$ cat src/hdl/qsccs_pkg.sv
package qsccs_pkg;
	// Register byte offsets
	localparam logic [7:0] OFS_CTRL = 8'h00;
	localparam logic [7:0] OFS_STAT = 8'h04;
	localparam logic [7:0] OFS_ADV = 8'h10;
	localparam logic [7:0] OFS_LPA = 8'h14;
	localparam logic [7:0] OFS_SVEC = 8'h40;
	// Control register fields
	localparam int CTRL_RESTART_BIT = 9;
	localparam int CTRL_AN_EN_BIT = 12;
	// Status register fields
	localparam int STAT_LINK_BIT = 2;
	localparam int STAT_RF_BIT = 4;
	localparam int STAT_AN_DONE_BIT = 5;
	// Partner ability fields
	localparam int LPA_PAUSE_LSB = 7;
	localparam int LPA_SPEED_LSB = 10;
	localparam int LPA_DUPLEX_BIT = 12;
	// Status vector fields
	localparam int SV_LINK = 0;
	localparam int SV_SYNC = 1;
	localparam int SV_RUDI_C = 2;
	localparam int SV_RUDI_I = 3;
	localparam int SV_RUDI_INV = 4;
	localparam int SV_DISPERR = 5;
	localparam int SV_NOTINTAB = 6;
	localparam int SV_PHY_LINK = 7;
	localparam int SV_RF_LSB = 8;
	localparam int SV_SPEED_LSB = 10;
	localparam int SV_DUPLEX = 12;
	localparam int SV_RF_FLAG = 13;
	localparam int SV_PAUSE_LSB = 14;
	// Reset values
	localparam logic [15:0] CTRL_RST = 16'h1000;
	localparam logic [15:0] ADV_RST = 16'h0001;
	localparam logic [15:0] SVEC_RST = 16'h0000;
	localparam logic [1:0] RF_TYPE_RST = 2'h0;
endpackage

$ cat src/hdl/qsccs_stat_if.sv
`timescale 1ns/1ps
interface qsccs_stat_if;
	logic sync_ok;
	logic rudi_c;
	logic rudi_i;
	logic rudi_invalid;
	logic disperr;
	logic notintable;
	logic phy_link;
	logic an_complete;
	logic an_enable;
	logic phy_mode;
	logic rf_flag;
	logic [1:0] rf_type;
	logic [15:0] lp_ability;
	logic [15:0] vector;
	modport src(output sync_ok, rudi_c, rudi_i, rudi_invalid, disperr, notintable, phy_link,
		an_complete, an_enable, phy_mode, rf_flag, rf_type, lp_ability, input vector);
	modport sink(input sync_ok, rudi_c, rudi_i, rudi_invalid, disperr, notintable, phy_link,
		an_complete, an_enable, phy_mode, rf_flag, rf_type, lp_ability, output vector);
endinterface

$ cat src/hdl/qsccs_edge.sv
`timescale 1ns/1ps
module qsccs_edge #(
	parameter int W = 2
) (
	input wire logic i_core_clk,
	input wire logic i_sys_rst,
	input wire logic i_clk_en,
	input wire logic [W-1:0] i_level,
	output logic [W-1:0] o_rise
);
	logic [W-1:0] prev;

	// Held high through reset is not an edge
	always_ff @(posedge i_core_clk) begin
		if (i_sys_rst) begin
			prev <= '1;
		end else if (i_clk_en) begin
			prev <= i_level;
		end
	end

	assign o_rise = i_level & ~prev;
endmodule

$ cat src/hdl/qsccs_status.sv
`timescale 1ns/1ps
module qsccs_status #(
	parameter bit HAS_AN = 1'b1
) (
	input wire logic i_core_clk,
	input wire logic i_sys_rst,
	input wire logic i_clk_en,
	qsccs_stat_if.sink stat
);
	logic [15:0] next_vector;
	logic an_on;

	always_comb begin
		an_on = HAS_AN & stat.an_enable;
		next_vector = qsccs_pkg::SVEC_RST;
		next_vector[qsccs_pkg::SV_LINK] = stat.sync_ok & (~an_on | stat.an_complete);
		next_vector[qsccs_pkg::SV_SYNC] = stat.sync_ok;
		next_vector[qsccs_pkg::SV_RUDI_C] = stat.rudi_c;
		next_vector[qsccs_pkg::SV_RUDI_I] = stat.rudi_i;
		next_vector[qsccs_pkg::SV_RUDI_INV] = stat.rudi_invalid;
		next_vector[qsccs_pkg::SV_DISPERR] = stat.disperr;
		next_vector[qsccs_pkg::SV_NOTINTAB] = stat.notintable;
		next_vector[qsccs_pkg::SV_PHY_LINK] = stat.phy_link;
		if (!stat.phy_mode) begin
			next_vector[qsccs_pkg::SV_RF_LSB +: 2] = stat.rf_type;
			next_vector[qsccs_pkg::SV_RF_FLAG] = stat.rf_flag;
		end
		next_vector[qsccs_pkg::SV_SPEED_LSB +: 2] =
			stat.lp_ability[qsccs_pkg::LPA_SPEED_LSB +: 2];
		next_vector[qsccs_pkg::SV_DUPLEX] = stat.lp_ability[qsccs_pkg::LPA_DUPLEX_BIT];
		next_vector[qsccs_pkg::SV_PAUSE_LSB +: 2] =
			stat.lp_ability[qsccs_pkg::LPA_PAUSE_LSB +: 2];
	end

	always_ff @(posedge i_core_clk) begin
		if (i_sys_rst) begin
			stat.vector <= qsccs_pkg::SVEC_RST;
		end else if (i_clk_en) begin
			stat.vector <= next_vector;
		end
	end
endmodule

$ cat src/hdl/qsccs_top.sv
`timescale 1ns/1ps
module qsccs_top #(
	parameter bit HAS_MDIO = 1'b1,
	parameter bit HAS_AN = 1'b1
) (
	input wire logic i_core_clk,
	input wire logic i_sys_rst,
	input wire logic i_clk_en,
	input wire logic i_psel,
	input wire logic i_penable,
	input wire logic i_pwrite,
	input wire logic [7:0] i_paddr,
	input wire logic [31:0] i_pwdata,
	output logic [31:0] o_prdata,
	output logic o_pready,
	output logic o_pslverr,
	input wire logic i_advert_load_strobe,
	input wire logic [15:0] i_advert_value_bus,
	input wire logic i_negotiation_restart_strobe,
	input wire logic i_sync_ok,
	input wire logic i_rudi_c,
	input wire logic i_rudi_i,
	input wire logic i_rudi_invalid,
	input wire logic i_disperr,
	input wire logic i_notintable,
	input wire logic i_phy_link,
	input wire logic i_an_complete,
	input wire logic i_phy_mode,
	input wire logic i_rf_event,
	input wire logic [1:0] i_rf_type,
	input wire logic [15:0] i_lp_ability,
	output logic [15:0] o_status_vector,
	output logic [15:0] o_advert_reg,
	output logic o_an_enable,
	output logic o_an_restart
);
	logic [1:0] strobe_rise;
	logic [15:0] ctrl;
	logic [15:0] adv;
	logic restart;
	logic rf_flag;
	logic [1:0] rf_type;
	logic pready;
	logic [31:0] prdata;
	logic pslverr;
	logic access;
	logic done;
	logic rd_hit;
	logic [31:0] rd_word;
	logic wr_ctrl;
	logic wr_adv;
	logic rd_stat;
	logic an_en;
	logic rf_set;
	logic an_en_out;

	qsccs_stat_if stat ();

	// Both strobes share the core clock, so no synchroniser
	qsccs_edge #(
		.W(2)
	) u_edge (
		.i_core_clk(i_core_clk),
		.i_sys_rst(i_sys_rst),
		.i_clk_en(i_clk_en),
		.i_level({i_negotiation_restart_strobe, i_advert_load_strobe}),
		.o_rise(strobe_rise)
	);

	qsccs_status #(
		.HAS_AN(HAS_AN)
	) u_status (
		.i_core_clk(i_core_clk),
		.i_sys_rst(i_sys_rst),
		.i_clk_en(i_clk_en),
		.stat(stat)
	);

	assign an_en = HAS_AN & ctrl[qsccs_pkg::CTRL_AN_EN_BIT];
	assign rf_set = i_rf_event & an_en & ~i_phy_mode;

	assign stat.sync_ok = i_sync_ok;
	assign stat.rudi_c = i_rudi_c;
	assign stat.rudi_i = i_rudi_i;
	assign stat.rudi_invalid = i_rudi_invalid;
	assign stat.disperr = i_disperr;
	assign stat.notintable = i_notintable;
	assign stat.phy_link = i_phy_link;
	assign stat.an_complete = i_an_complete;
	assign stat.an_enable = an_en;
	assign stat.phy_mode = i_phy_mode;
	assign stat.rf_flag = rf_flag;
	assign stat.rf_type = rf_type;
	assign stat.lp_ability = i_lp_ability;

	// APB: one wait state, commit on the edge that sees pready
	assign access = i_psel & i_penable;
	assign done = access & pready;
	assign wr_ctrl = done & i_pwrite & (i_paddr == qsccs_pkg::OFS_CTRL);
	assign wr_adv = done & i_pwrite & (i_paddr == qsccs_pkg::OFS_ADV);
	assign rd_stat = done & ~i_pwrite & (i_paddr == qsccs_pkg::OFS_STAT);

	always_comb begin
		rd_hit = 1'b1;
		rd_word = 32'h0000_0000;
		case (i_paddr)
			qsccs_pkg::OFS_CTRL: begin
				rd_word[15:0] = ctrl;
				rd_word[qsccs_pkg::CTRL_RESTART_BIT] = restart;
			end
			qsccs_pkg::OFS_STAT: begin
				rd_word[qsccs_pkg::STAT_LINK_BIT] = stat.vector[qsccs_pkg::SV_LINK];
				rd_word[qsccs_pkg::STAT_RF_BIT] = rf_flag;
				rd_word[qsccs_pkg::STAT_AN_DONE_BIT] = i_an_complete;
			end
			qsccs_pkg::OFS_ADV: begin
				rd_word[15:0] = adv;
			end
			qsccs_pkg::OFS_LPA: begin
				rd_word[15:0] = i_lp_ability;
			end
			qsccs_pkg::OFS_SVEC: begin
				rd_word[15:0] = stat.vector;
			end
			default: begin
				rd_hit = 1'b0;
			end
		endcase
	end

	always_ff @(posedge i_core_clk) begin
		if (i_sys_rst) begin
			pready <= 1'b0;
		end else if (i_clk_en) begin
			pready <= access & ~pready;
		end
	end

	always_ff @(posedge i_core_clk) begin
		if (i_sys_rst) begin
			prdata <= 32'h0000_0000;
			pslverr <= 1'b0;
		end else if (i_clk_en) begin
			if (access & ~pready) begin
				prdata <= i_pwrite ? 32'h0000_0000 : rd_word;
				pslverr <= ~rd_hit;
			end else begin
				prdata <= 32'h0000_0000;
				pslverr <= 1'b0;
			end
		end
	end

	// Control word; restart bit lives in its own flop
	always_ff @(posedge i_core_clk) begin
		if (i_sys_rst) begin
			ctrl <= qsccs_pkg::CTRL_RST;
		end else if (i_clk_en && wr_ctrl) begin
			ctrl <= i_pwdata[15:0] & ~(16'h0001 << qsccs_pkg::CTRL_RESTART_BIT);
		end
	end

	// Restart self-clears after one cycle
	always_ff @(posedge i_core_clk) begin
		if (i_sys_rst) begin
			restart <= 1'b0;
		end else if (i_clk_en) begin
			restart <= HAS_AN & (strobe_rise[1] |
				(wr_ctrl & i_pwdata[qsccs_pkg::CTRL_RESTART_BIT]));
		end
	end

	// Strobe load wins over a bus write in the same cycle
	always_ff @(posedge i_core_clk) begin
		if (i_sys_rst) begin
			adv <= qsccs_pkg::ADV_RST;
		end else if (i_clk_en) begin
			if (HAS_MDIO && strobe_rise[0]) begin
				adv <= i_advert_value_bus;
			end else if (wr_adv) begin
				adv <= i_pwdata[15:0];
			end
		end
	end

	// Sticky fault; a new fault beats the clearing read
	always_ff @(posedge i_core_clk) begin
		if (i_sys_rst) begin
			rf_flag <= 1'b0;
		end else if (i_clk_en) begin
			if (rf_set) begin
				rf_flag <= 1'b1;
			end else if (rd_stat) begin
				rf_flag <= 1'b0;
			end
		end
	end

	always_ff @(posedge i_core_clk) begin
		if (i_sys_rst) begin
			rf_type <= qsccs_pkg::RF_TYPE_RST;
		end else if (i_clk_en && rf_set) begin
			rf_type <= i_rf_type;
		end
	end

	// Enable copy so the output leaves a flop with the option folded in
	always_ff @(posedge i_core_clk) begin
		if (i_sys_rst) begin
			an_en_out <= HAS_AN & qsccs_pkg::CTRL_RST[qsccs_pkg::CTRL_AN_EN_BIT];
		end else if (i_clk_en && wr_ctrl) begin
			an_en_out <= HAS_AN & i_pwdata[qsccs_pkg::CTRL_AN_EN_BIT];
		end
	end

	assign o_prdata = prdata;
	assign o_pready = pready;
	assign o_pslverr = pslverr;
	assign o_status_vector = stat.vector;
	assign o_advert_reg = adv;
	assign o_an_enable = an_en_out;
	assign o_an_restart = restart;
endmodule
$ cat config.mk
export PLATFORM = sky130hd
export DESIGN_NAME = qsccs_top
export DESIGN_NICKNAME = d
export VERILOG_FILES = /design/src/hdl/qsccs_pkg.sv /design/src/hdl/qsccs_stat_if.sv /design/src/hdl/qsccs_edge.sv /design/src/hdl/qsccs_status.sv /design/src/hdl/qsccs_top.sv
export SDC_FILE = /design/constraint.sdc
export NUM_CORES = 1
export LEC_CHECK = 0
export CORE_UTILIZATION = 46
export DETAILED_ROUTE_END_ITERATION = 12
export DONT_BUFFER_PORTS = 1
export PLACE_DENSITY = 0.65
export SLEW_MARGIN = 10
export SYNTH_ARGS = -nofsm -noshare
export SYNTH_HDL_FRONTEND = slang
export SYNTH_SLANG_ARGS = --single-unit
$ cat constraint.sdc
create_clock -name i_core_clk -period 2.1 [get_ports i_core_clk]
set_input_delay 0.42 -clock i_core_clk [delete_from_list [all_inputs] [get_ports i_core_clk]]
set_output_delay 0.42 -clock i_core_clk [all_outputs]
set_load 0.01 [all_outputs]
# == Word level (Yosys, flattened, before mapping) ==
# Cells that the tools add are included.
# word_totals
register_bits,88
in_bits,92
output_inout_bits,68
elab_cells,59
# classes
eq_ne,4
muxes,15
bitwise,21
n_reduce_logical,8
# ops
cell,n
16-bit two-way mux,4
10-bit one-hot mux with 4 select lines,1
8-bit by 5-bit == test with 1-bit output (second input constant),2
1-bit AND,12
2-bit one-hot mux with 5 select lines,1
8-bit by 3-bit == test with 1-bit output (second input constant),1
8-bit by 7-bit == test with 1-bit output (second input constant),1
8-bit zero test,1
2-bit one-hot mux with 4 select lines,1
1-bit two-way mux,5
1-bit NOT,5
1-bit one-hot mux with 5 select lines,1
5-bit OR reduction,1
1-bit one-hot mux with 4 select lines,1
2-bit AND reduction,2
2-bit nonzero test,2
2-bit AND,1
1-bit logical AND,2
2-bit two-way mux,1
2-bit NOT,1
1-bit bitwise OR,2

# == Depth between registers and ports, before layout ==
# Gate-level depths: netlist of the first run.
# depth
depth_word,6
ltp_mapped,8

# == Modules after synthesis ==
# A second synthesis of the first run with hierarchy kept.
# hier_totals
cells_unflattened,383
area_unflattened_um2,3554.7
# by_module_without_submodules
module,n_inst,cells_per_inst,area_each_um2,seq_area_each_um2
qsccs_top,1,317,2842.7,1061.0
qsccs_status,1,58,629.4,320.3
qsccs_edge,1,8,82.6,40.0

# == Worst setup path before layout of the first run ==
# Ideal clock, no wire load.
# synth_path
path_type,input to register
startpoint,input i_paddr[1]
endpoint,register prdata[0] (netlist: o_prdata[0])
arrival_ns,2.018
required_time_ns,2.040
slack_ns,0.023
cell_stages,5
path_buffers,1
cell_sequence,or3_1 > or4_1 > buf_2 > nor4b_4 > a221o_1
# synth_via
elab_chain_len,4
# synth_lines
element,line,text
start: declaration,qsccs_top.sv:12,"input wire logic [7:0] i_paddr,"
8-bit by 7-bit == test with 1-bit output (tied with other cells),qsccs_top.sv:106,case (i_paddr)
2-bit one-hot mux with 4 select lines (*),qsccs_top.sv:106,
16-bit two-way mux (*),qsccs_top.sv:145,prdata <= i_pwrite ? 32'h0000_0000 : rd_word;
16-bit two-way mux (*),qsccs_top.sv:144,if (access & ~pready) begin
end signal: assignment,qsccs_top.sv:145,
end: declaration,qsccs_top.sv:44,logic [31:0] prdata;
# Mark *: on every way between the ends. The rest lies on a longest branch, timed or not.
# A chain may end at the register's enable or synchronous reset.

# == Final worst setup path of the first run ==
# layout_path
startpoint,register pready (netlist: o_pready)
endpoint,register prdata[14] (netlist: o_prdata[14])
# layout_via
elab_chain_len,3
# layout_lines
element,line,text
start: declaration,qsccs_top.sv:43,logic pready;
start signal: assignment,qsccs_top.sv:135,pready <= access & ~pready;
1-bit NOT,qsccs_top.sv:144,
1-bit AND,qsccs_top.sv:144,
16-bit two-way mux,qsccs_top.sv:144,
# No other way between the ends.

==> results.md, run 1 <==
- Sequential area share after synthesis: 42.0%
- Hold WS: 0.154 ns
- Status: finished clean
- Pre-Repair DR Iteration Count: 4
- Core area: 0.00694 sq mm
- Layout cells sized above 1: 8.96%
- CTS Sinks: 71
- Chip Width: 87.8 um
- GRT Util Overall: 22.2%
- Final ANT Viol Nets: 0
- Clock skew: 0.00802 ns
- Clk buf depth: 2
- Max-slew violations: 0
- Place WS: 0.0294 ns
- First-pass GRT wire length: 12800 um
- Nets: 446
- Area of the mapped netlist: 0.00338 sq mm
- Post-CTS Hold Fix Bufs: 0
- Root buf cell: clkbuf_8
- Distinct cells, synth: 38
- Power Density: 712 mW/mm^2
- Final WL: 8570 um
- CP Launch Type: register
- CP Cell Sequence: nand4b_1 -> or4_1 -> nor4b_4 -> buf_4 -> a221o_1
- Number of max-cap violations: 0
- Most frequent cells in the layout: dfxtp_1 (71), mux2i_1 (56), nor2_1 (39), nor3_1 (25), conb_1 (16)
- Leak: 1.41 nW
- Setup TNS Final: 0 ns
- Final worst slack: 0.322 ns
- TritonCTS clock tree: built
- Hold crit path type: in -> reg
- RSZ-0062 raised after global routing: no
- Placed cell area: 0.00339 sq mm
- Req. time, crit path: 2.37 ns
- Crit-path slowest cell: or4_1
- Post-cts gate resize count: 0
- Setup Crit Path Kind: reg -> reg
- Hpwl dp: 6150 um
- FP Rows: 30
- Endpoints failing hold: 0
- Routed length per placed instance: 18.9 um
- CP Buf/Inv Count: 1
- Critical path arrival: 2.05 ns
- Vias: 2634
- Avg Inst Size Synth: 9.27 sq um
- Commonest non-fill, non-tap cell in the layout: dfxtp_1
- Routability cong.: 0.870
- Post-route DRC: 0
- Crit. End Element: register
- Register area: 0.00142 sq mm
- Area of the multi-input gates: 0.00176 sq mm
- Pin count of the biggest net entering global routing: 57
- Max stage delay on crit path: 0.59 ns
- Worst-path fanout max: 8
- Mapped Cells: 365
- F_max: 0.563 GHz
- # fillers: 664
- Ports: 160
- Starting Density: 48.7%
- Ant. Diodes: 0
- CP delay by family, top: simple AND/OR/NAND/NOR gates
- # Post-CTS Setup Buffers: 0
- Overflow after GRT: 0
- Initial antenna violation count: 0
- Post-layout minimum cycle time: 1.78 ns
- Final setup vio count: 0
- Slew @ Worst Pin: 0.556 ns
- Yosys warnings: 0
- DIE AREA: 0.00770 sq mm
- Peak supply drop: 0.296 mV
- I/O Buffers: 0
- DR iter-0 viols: 123
- Post-route cell area: 0.00355 sq mm
- Clock latency at the later pin of the worst-skew pair: 0.33 ns
- Post-DR vias/cell: 5.81
- Vias in the first global route: 2393
- Final core utilization: 51.1%
- Synthesis-stage register bit count: 71
- CTS buffer count: 9
- Number of H-tree levels: 3
- Area delta synth->final: 4.96%
- Slew HR: 62.6%
- Final period util: 84.6%
- Reg clk slew, reported paths: 0.07 ns
- Die Y: 87.8 um
## through the flow
step,total power (W),instances
after floorplan,0.00164,380
after global placement,0.00161,439
after detailed placement,0.00162,439
after CTS,0.00255,453
after global routing,0.00265,453
final,0.00253,453
## cells by family after synthesis
group                  Yosys count  synth area share [%]
muxes                           64                  19.2
DFF                             71                  42.0
and+or+nand+nor                106                  16.2
AOI/OAI and AO/OA               72                  14.8
buffers and inverters           51                  7.73
other                            1                 0.111
## layout make-up
| class | count | area share (%) |
|---|---|---|
| multi-input cells | 258 | 49.5 |
| flip-flops and latches | 71 | 40.0 |
| clock buffers | 13 | 4.47 |
| well taps | 96 | 3.38 |
| repair buffers | 9 | 1.90 |
| inverters | 5 | 0.529 |
| clock inverters | 1 | 0.141 |
## cell usage after synthesis, drive strengths merged
master | n | area (sq um)
dfxtp | 71 | 1420
mux2i | 56 | 561
nor2 | 39 | 146
buf | 29 | 179
nor3 | 25 | 125
clkbuf | 17 | 63.8
a211oi | 15 | 113
o21ai | 15 | 75.1
nand2 | 14 | 52.6
a21oi | 9 | 45.0
a221o | 8 | 80.1
a22oi | 8 | 60.1
a31oi | 8 | 50.1
mux2 | 8 | 90.1
nand4b | 7 | 61.3
inv | 5 | 18.8
or2 | 4 | 25.0
a32oi | 3 | 26.3
nor2b | 3 | 18.8
o2bb2ai | 3 | 26.3
and2 | 2 | 12.5
and4 | 2 | 17.5
nor4 | 2 | 12.5
nor4b | 2 | 32.5
o211ai | 2 | 15.0
conb | 1 | 3.75
nand3 | 1 | 5.00
nand3b | 1 | 7.51
nand4 | 1 | 6.26
nor4bb | 1 | 10.0
o32ai | 1 | 8.76
or3 | 1 | 6.26
or4 | 1 | 7.51
## path summary, 6_finish.rpt
kind | depth (start not counted) | end | slack [ns] | from
max | 5 | o_prdata[14]$_SDFFE_PP0P_ | 0.32 | o_pready$_SDFFE_PP0P_
min | 1 | u_status.stat.vector[5]$_SDFFE_PP0P_ | 0.15 | i_sys_rst
max reg2reg | 5 | o_prdata[14]$_SDFFE_PP0P_ | 0.32 | o_pready$_SDFFE_PP0P_
min reg2reg | 2 | u_edge.prev[1]$_SDFFE_PP1P_ | 0.50 | u_edge.prev[1]$_SDFFE_PP1P_
## worst reg2reg max path, stage by stage (launching register included)
cell and delay (ns):
dfxtp_1 0.31, nand4b_1 0.24, or4_1 0.59, nor4b_4 0.27, buf_4 0.19, a221o_1 0.14
## where the power goes
part           internal (W)  switching [W]
logic             0.0000813      0.0000857
registers           0.00138      0.0000395
clock network      0.000480       0.000462
## metal layers
metal	vias to the layer above	routed length (um)	GRT usage, %	share of wire, %
li1	1274	-	-	-
met1	1212	3840	30.5	45
met2	133	3830	34.0	45
met3	15	753	6.13	8.8
met4	0	151	6.86	1.8
met5	-	0	0	0
No activity file was read; power rests on OpenSTA's default activity.
==> inputs of run 2 (changes only) <==
==> constraint.sdc (replaced) <==
create_clock -name i_core_clk -period 1.5 [get_ports i_core_clk]
set_input_delay 0.3 -clock i_core_clk [delete_from_list [all_inputs] [get_ports i_core_clk]]
set_output_delay 0.3 -clock i_core_clk [all_outputs]
set_load 0.01 [all_outputs]
==> run 2 against run 1 <==
  * The run now ends with setup timing left
  * Highest routed layer unchanged
  * Design area increased by 9.8%
  * Non-clock buffer count grew 11
  * Worst setup slack lost 0.44 ns
  * Final cell count grew 2.6%
  * Worst hold slack got worse by 0.13 ns
==> results.md, run 2 (synthesis gave the netlist of run 1 again) <==
- Die Y: 87.8 um
- CP Launch Type: register
- Register area: 0.00142 sq mm
- Leak: 1.56 nW
- Pre-Repair DR Iteration Count: 4
- Met2 Routed Length: 4200 um
- Final period util: 108%
- Initial antenna violation count: 0
- Worst Setup EP: o_prdata[15]$_SDFFE_PP0P_
- Post-layout minimum cycle time: 1.62 ns
- First-pass GRT wire length: 13500 um
- Failing checks: setup timing
- Final WL: 9090 um
- DIE AREA: 0.00770 sq mm
- R2r startpoint: o_pready$_SDFFE_PP0P_
- Setup crit start: o_pready$_SDFFE_PP0P_
- Wire length on met1: 4030 um
- Post-CTS Hold Fix Bufs: 0
- RSZ-0062 raised after global routing: yes
- Req. time, crit path: 1.78 ns
- Post-route DRC: 0
- Final core utilization: 56.1%
- Commonest non-fill, non-tap cell in the layout: dfxtp_1
- Reg clk slew, reported paths: 0.08 ns
- Final ANT Viol Nets: 0
- DR iter-0 viols: 106
- FP Rows: 30
- Cells on worst reg2reg path: 5
- Hpwl dp: 6280 um
- Clock latency at the later pin of the worst-skew pair: 0.34 ns
- Area delta synth->final: 15.2%
- CTS Sinks: 71
- I/O Buffers: 0
- Number of max-cap violations: 0
- Crit. End Element: register
- Ports: 160
- Peak supply drop: 0.441 mV
- Routability cong.: 0.771
- Final worst slack: -0.118 ns
- Power Density: 1030 mW/mm^2
- Chip Width: 87.8 um
- Final setup vio count: 38
- Ant. Diodes: 0
- # fillers: 642
- Overflow after GRT: 0
- Core area: 0.00694 sq mm
- Post-DR vias/cell: 5.90
- Vias in the first global route: 2577
- CTS buffer count: 9
- Cells after DPL: 445
- Most frequent cells in the layout: dfxtp_1 (70), mux2i_1 (56), nor2_1 (39), nor3_1 (21), conb_1 (16)
- Nets: 457
- Setup Crit Path Kind: reg -> reg
- WL met3: 726 um
- Area of the multi-input gates: 0.00188 sq mm
- Vias: 2742
- Final Power: 0.00400 W
- Clock skew: 0.00826 ns
- Starting Density: 48.7%
- GRT Util Overall: 23.4%
- Hold WS: 0.0213 ns
- Top Layer Used: met4
- Setup slack, reg-to-reg: -0.12 ns
- Hold crit path type: in -> reg
- TritonCTS clock tree: built
- Routed length per placed instance: 19.5 um
- Reg2Reg Capture Point: o_prdata[15]$_SDFFE_PP0P_
- Number of H-tree levels: 3
- Status: finished with violations
- Pin count of the biggest net entering global routing: 57
- Max-slew violations: 0
- Clk buf depth: 2
- Worst-path fanout max: 8
- Endpoints failing hold: 0
- Layout cells sized above 1: 19.2%
- Critical path arrival: 1.90 ns
- F_max: 0.618 GHz
- Root buf cell: clkbuf_8
- Non-filler cells, final: 465
-- run 2: cell types whose count changed in the layout (fill, tap and decap cells not counted), sizes merged --
| cell | before | now |
|---|---|---|
| buf | 9 | 18 |
| clkbuf | 13 | 14 |
| bufinv | 0 | 2 |
-- run 2: per-stage QoR --
stage               TNS, ns  instance area [sq um]  setup slack [ns]
floorplan             -7.47                   3580            -0.374
global placement      -4.01                   3530            -0.325
detailed placement    -4.15                   3530            -0.336
CTS                  -0.653                   3790           -0.0853
global route          -4.30                   3900            -0.177
finish                -2.19                   3900            -0.118
-- run 2: layout make-up --
class,instances,share of cell area [%]
Sequential cell,71,36.5
Timing Repair Buffer,20,5.84
Multi-Input combinational cell,258,48.2
Inverter,5,0.482
Clock buffer,12,4.24
Clock inverter,3,1.67
Tap cell,96,3.08
-- run 2: where the power goes --
group / switching, W / internal [W]
clock: 0.000694 / 0.00106
sequential: 0.0000569 / 0.00193
combinational: 0.000133 / 0.000128
total: 0.000884 / 0.00312
-- run 2: per-layer routing --
layer / track usage, % / up-vias
li1: - / 1312
met1: 30.9 / 1302
met2: 36.2 / 116
met3: 6.50 / 12
met4: 8.94 / 0
met5: 0 / -
-- run 2: how the worst min path moves through the flow --
| stage | from | end | slack (ns) | depth (start not counted) |
|---|---|---|---|---|
| CTS | i_sys_rst | o_advert_reg[1]$_SDFFE_PP0P_ | 0.006 | 1 |
| finish | i_sys_rst | o_pready$_SDFFE_PP0P_ | 0.02 | 1 |
| floorplan | i_advert_load_strobe | u_edge.prev[0]$_SDFFE_PP1P_ | 0.43 | 2 |
| detailed placement | i_sys_rst | o_advert_reg[5]$_SDFFE_PP0P_ | 0.37 | 1 |
| global route | i_sys_rst | o_advert_reg[5]$_SDFFE_PP0P_ | 0.007 | 1 |
| global placement | i_sys_rst | o_advert_reg[2]$_SDFFE_PP0P_ | 0.37 | 1 |
-- run 2: what timing repair did --
item                                    in CTS  in global routing
gates resized for setup                      8                 12
gates cloned                                 1                  2
endpoints found under the setup margin      25                 43
buffers inserted                             0                  2
pin swaps                                    3                  5
-- run 2: critical path, stage by stage (launching register included) --
cell	delay, ns
dfxtp_2	0.32
nand4b_1	0.20
or4_4	0.47
nor4b_4	0.27
buf_6	0.16
a221o_1	0.13
==> inputs of run 3 (changes only) <==
--- a/config.mk
+++ b/config.mk
@@ -5,10 +5,11 @@
 export SDC_FILE = /design/constraint.sdc
 export NUM_CORES = 1
 export LEC_CHECK = 0
-export CORE_UTILIZATION = 46
+export BUFFER_PORTS_ARGS = -buffer_cell sky130_fd_sc_hd__buf_2
+export CORE_UTILIZATION = 42
 export DETAILED_ROUTE_END_ITERATION = 12
-export DONT_BUFFER_PORTS = 1
-export PLACE_DENSITY = 0.65
+export MAX_ROUTING_LAYER = met4
+export PLACE_DENSITY = 0.78
 export SLEW_MARGIN = 10
 export SYNTH_ARGS = -nofsm -noshare
 export SYNTH_HDL_FRONTEND = slang
==> run 3 against run 2 <==
  * The run still ends with setup timing left
  * Register-to-register slack better by 0.06 ns
  * Sequential power hardly changed
  * Clock-buffer cell count stayed put
  * Clock power is 15% lower
  * Die area is 9.3% higher
  * Maximum frequency is 2.5% higher
  * Flip-flop and latch count stayed put
  * Wire length is 8.6% higher
  * Global-route usage is 0.82 points higher
  * Highest routed layer unchanged
  * Clock skew is 0.0024 ns lower
  * Power is 0.37% higher
  * Sequential share of layout area is 6.2 points lower
==> results.md, run 3 (synthesis gave the netlist of run 1 again) <==
- Status: finished with violations
- Failing checks: setup timing
- Routed length per placed instance: 15.9 um
- Post-DR vias/cell: 5.27
- Overflow after GRT: 0
- Power Density: 855 mW/mm^2
- GRT Util Overall: 24.2%
- TritonCTS clock tree: built
- Final period util: 105%
- Hpwl dp: 7190 um
- RSZ-0062 raised after global routing: yes
- CP Launch Type: primary input
- CTS buffer count: 9
- R2r startpoint: o_pready$_SDFFE_PP0P_
- Crit-path slowest cell: or4_4
- Final ANT Viol Nets: 0
- First-pass GRT wire length: 15300 um
- Number of max-cap violations: 0
- Vias: 3278
- Hold depth: 3
- Hold crit path type: in -> reg
- Slew HR: 44.3%
- Non-filler cells, final: 622
- Area of the multi-input gates: 0.00187 sq mm
- Placed cell area: 0.00437 sq mm
- Vias in the first global route: 3023
- Cells after DPL: 601
- Clk buf depth: 2
- Reg2Reg Capture Point: o_prdata[0]$_SDFFE_PP0P_
- F_max: 0.633 GHz
- Setup Crit Path Kind: in -> reg
- Cells on worst reg2reg path: 5
- Crit. End Element: register
- Clock latency at the later pin of the worst-skew pair: 0.35 ns
- Most frequent cells in the layout: buf_2 (127), dfxtp_1 (70), mux2i_1 (55), nor2_1 (39), buf_4 (33)
- Ports: 160
- # fillers: 655
- Number of H-tree levels: 3
- Final worst slack: -0.0788 ns
- Req. time, crit path: 1.79 ns
- Area delta synth->final: 38.8%
- Slew @ Worst Pin: 0.833 ns
- Die Y: 91.8 um
- Hold WS: 0.188 ns
- Layout cells sized above 1: 42.3%
- I/O Buffers: 127
- Commonest non-fill, non-tap cell in the layout: buf_2
- DR iter-0 viols: 162
- Starting Density: 43.6%
- Initial antenna violation count: 0
- Max stage delay on crit path: 0.52 ns
- Hold Path End: u_edge.prev[0]$_SDFFE_PP1P_
- Pre-Repair DR Iteration Count: 4
- Nets: 607
- Place WS: -0.456 ns
- Post-route DRC: 0
- Pin count of the biggest net entering global routing: 55
- Critical path arrival: 1.87 ns
- Register area: 0.00142 sq mm
- DIE AREA: 0.00842 sq mm
- Leak: 2.22 nW
- Chip Width: 91.8 um
- Final setup vio count: 23
- Clock skew: 0.00586 ns
- Root buf cell: clkbuf_8
- CP Cell Sequence: buf_2 -> or3_1 -> or4_4 -> buf_4 -> nor3_1 -> a221o_1
- Endpoints failing hold: 0
- Final WL: 9870 um
- Min-delay src: i_advert_load_strobe
- Max-slew violations: 0
- Post-layout minimum cycle time: 1.58 ns
- Ant. Diodes: 0
- Core area: 0.00777 sq mm
- CTS Sinks: 71
- Worst-path fanout max: 13
- Reg clk slew, reported paths: 0.07 ns
- Setup slack, reg-to-reg: -0.06 ns
- FP Rows: 32
- Routability cong.: 0.860
- Setup TNS Final: -0.832 ns
- Peak supply drop: 0.652 mV
- Post-route cell area: 0.00470 sq mm
==> run 3: how the worst max path moves through the flow <==
stage,slack (ns),start,endpoint
final,-0.08,i_paddr[1],o_prdata[0]$_SDFFE_PP0P_
after global routing,-0.15,o_pready$_SDFFE_PP0P_,o_prdata[15]$_SDFFE_PP0P_
after CTS,-0.07,o_pready$_SDFFE_PP0P_,o_prdata[1]$_SDFFE_PP0P_
after detailed placement,-0.46,i_paddr[1],o_prdata[1]$_SDFFE_PP0P_
after global placement,-0.43,i_paddr[1],o_prdata[15]$_SDFFE_PP0P_
after floorplan,-0.37,i_paddr[1],o_prdata[0]$_SDFFE_PP0P_
==> run 3: per-layer routing <==
metal | vias up | part of all wire (%) | global-route usage, %
met5 | - | 0 | -
met4 | 0 | 1.4 | 6.25
met3 | 18 | 5.8 | 5.97
met2 | 121 | 47 | 38.2
met1 | 1540 | 45 | 31.0
li1 | 1599 | - | -
==> run 3: critical path: cells and delay by family <==
kind	cells	cell delay, ns
buf+inv	2	0.30
compound gates	1	0.13
simple gates	3	1.13
==> run 3: through the flow <==
stage	util, %	total power (W)
global route	60.5	0.00419
finish	60.5	0.00402
detailed placement	56.2	0.00255
global placement	56.2	0.00254
floorplan	-	0.00232
CTS	59.4	0.00405
==> run 3: cell type report <==
type / instances / share of cell area, %
Clock buffer: 12 / 3.09
Clock inverter: 4 / 0.959
Timing Repair Buffer: 170 / 22.7
Sequential cell: 71 / 30.3
Inverter: 5 / 0.400
Multi-Input combinational cell: 258 / 39.9
Tap cell: 102 / 2.72
==> run 3: repair_timing <==
| action | in CTS | in global routing |
|---|---|---|
| gates cloned | 1 | 2 |
| gates resized for setup | 8 | 9 |
| pin swaps | 4 | 8 |
| setup endpoints to repair | 44 | 37 |
| hold buffers | 0 | 0 |
| buffers inserted | 1 | 1 |
==> run 3: report_power, final <==
group | total (W) | switching (W) | internal, W | leakage [nW]
Clock | 0.00150 | 0.000689 | 0.000806 | 0.100
Sequential | 0.00196 | 0.0000346 | 0.00193 | 0.577
Combinational | 0.000558 | 0.000296 | 0.000262 | 1.54
Total | 0.00402 | 0.00102 | 0.00300 | 2.22
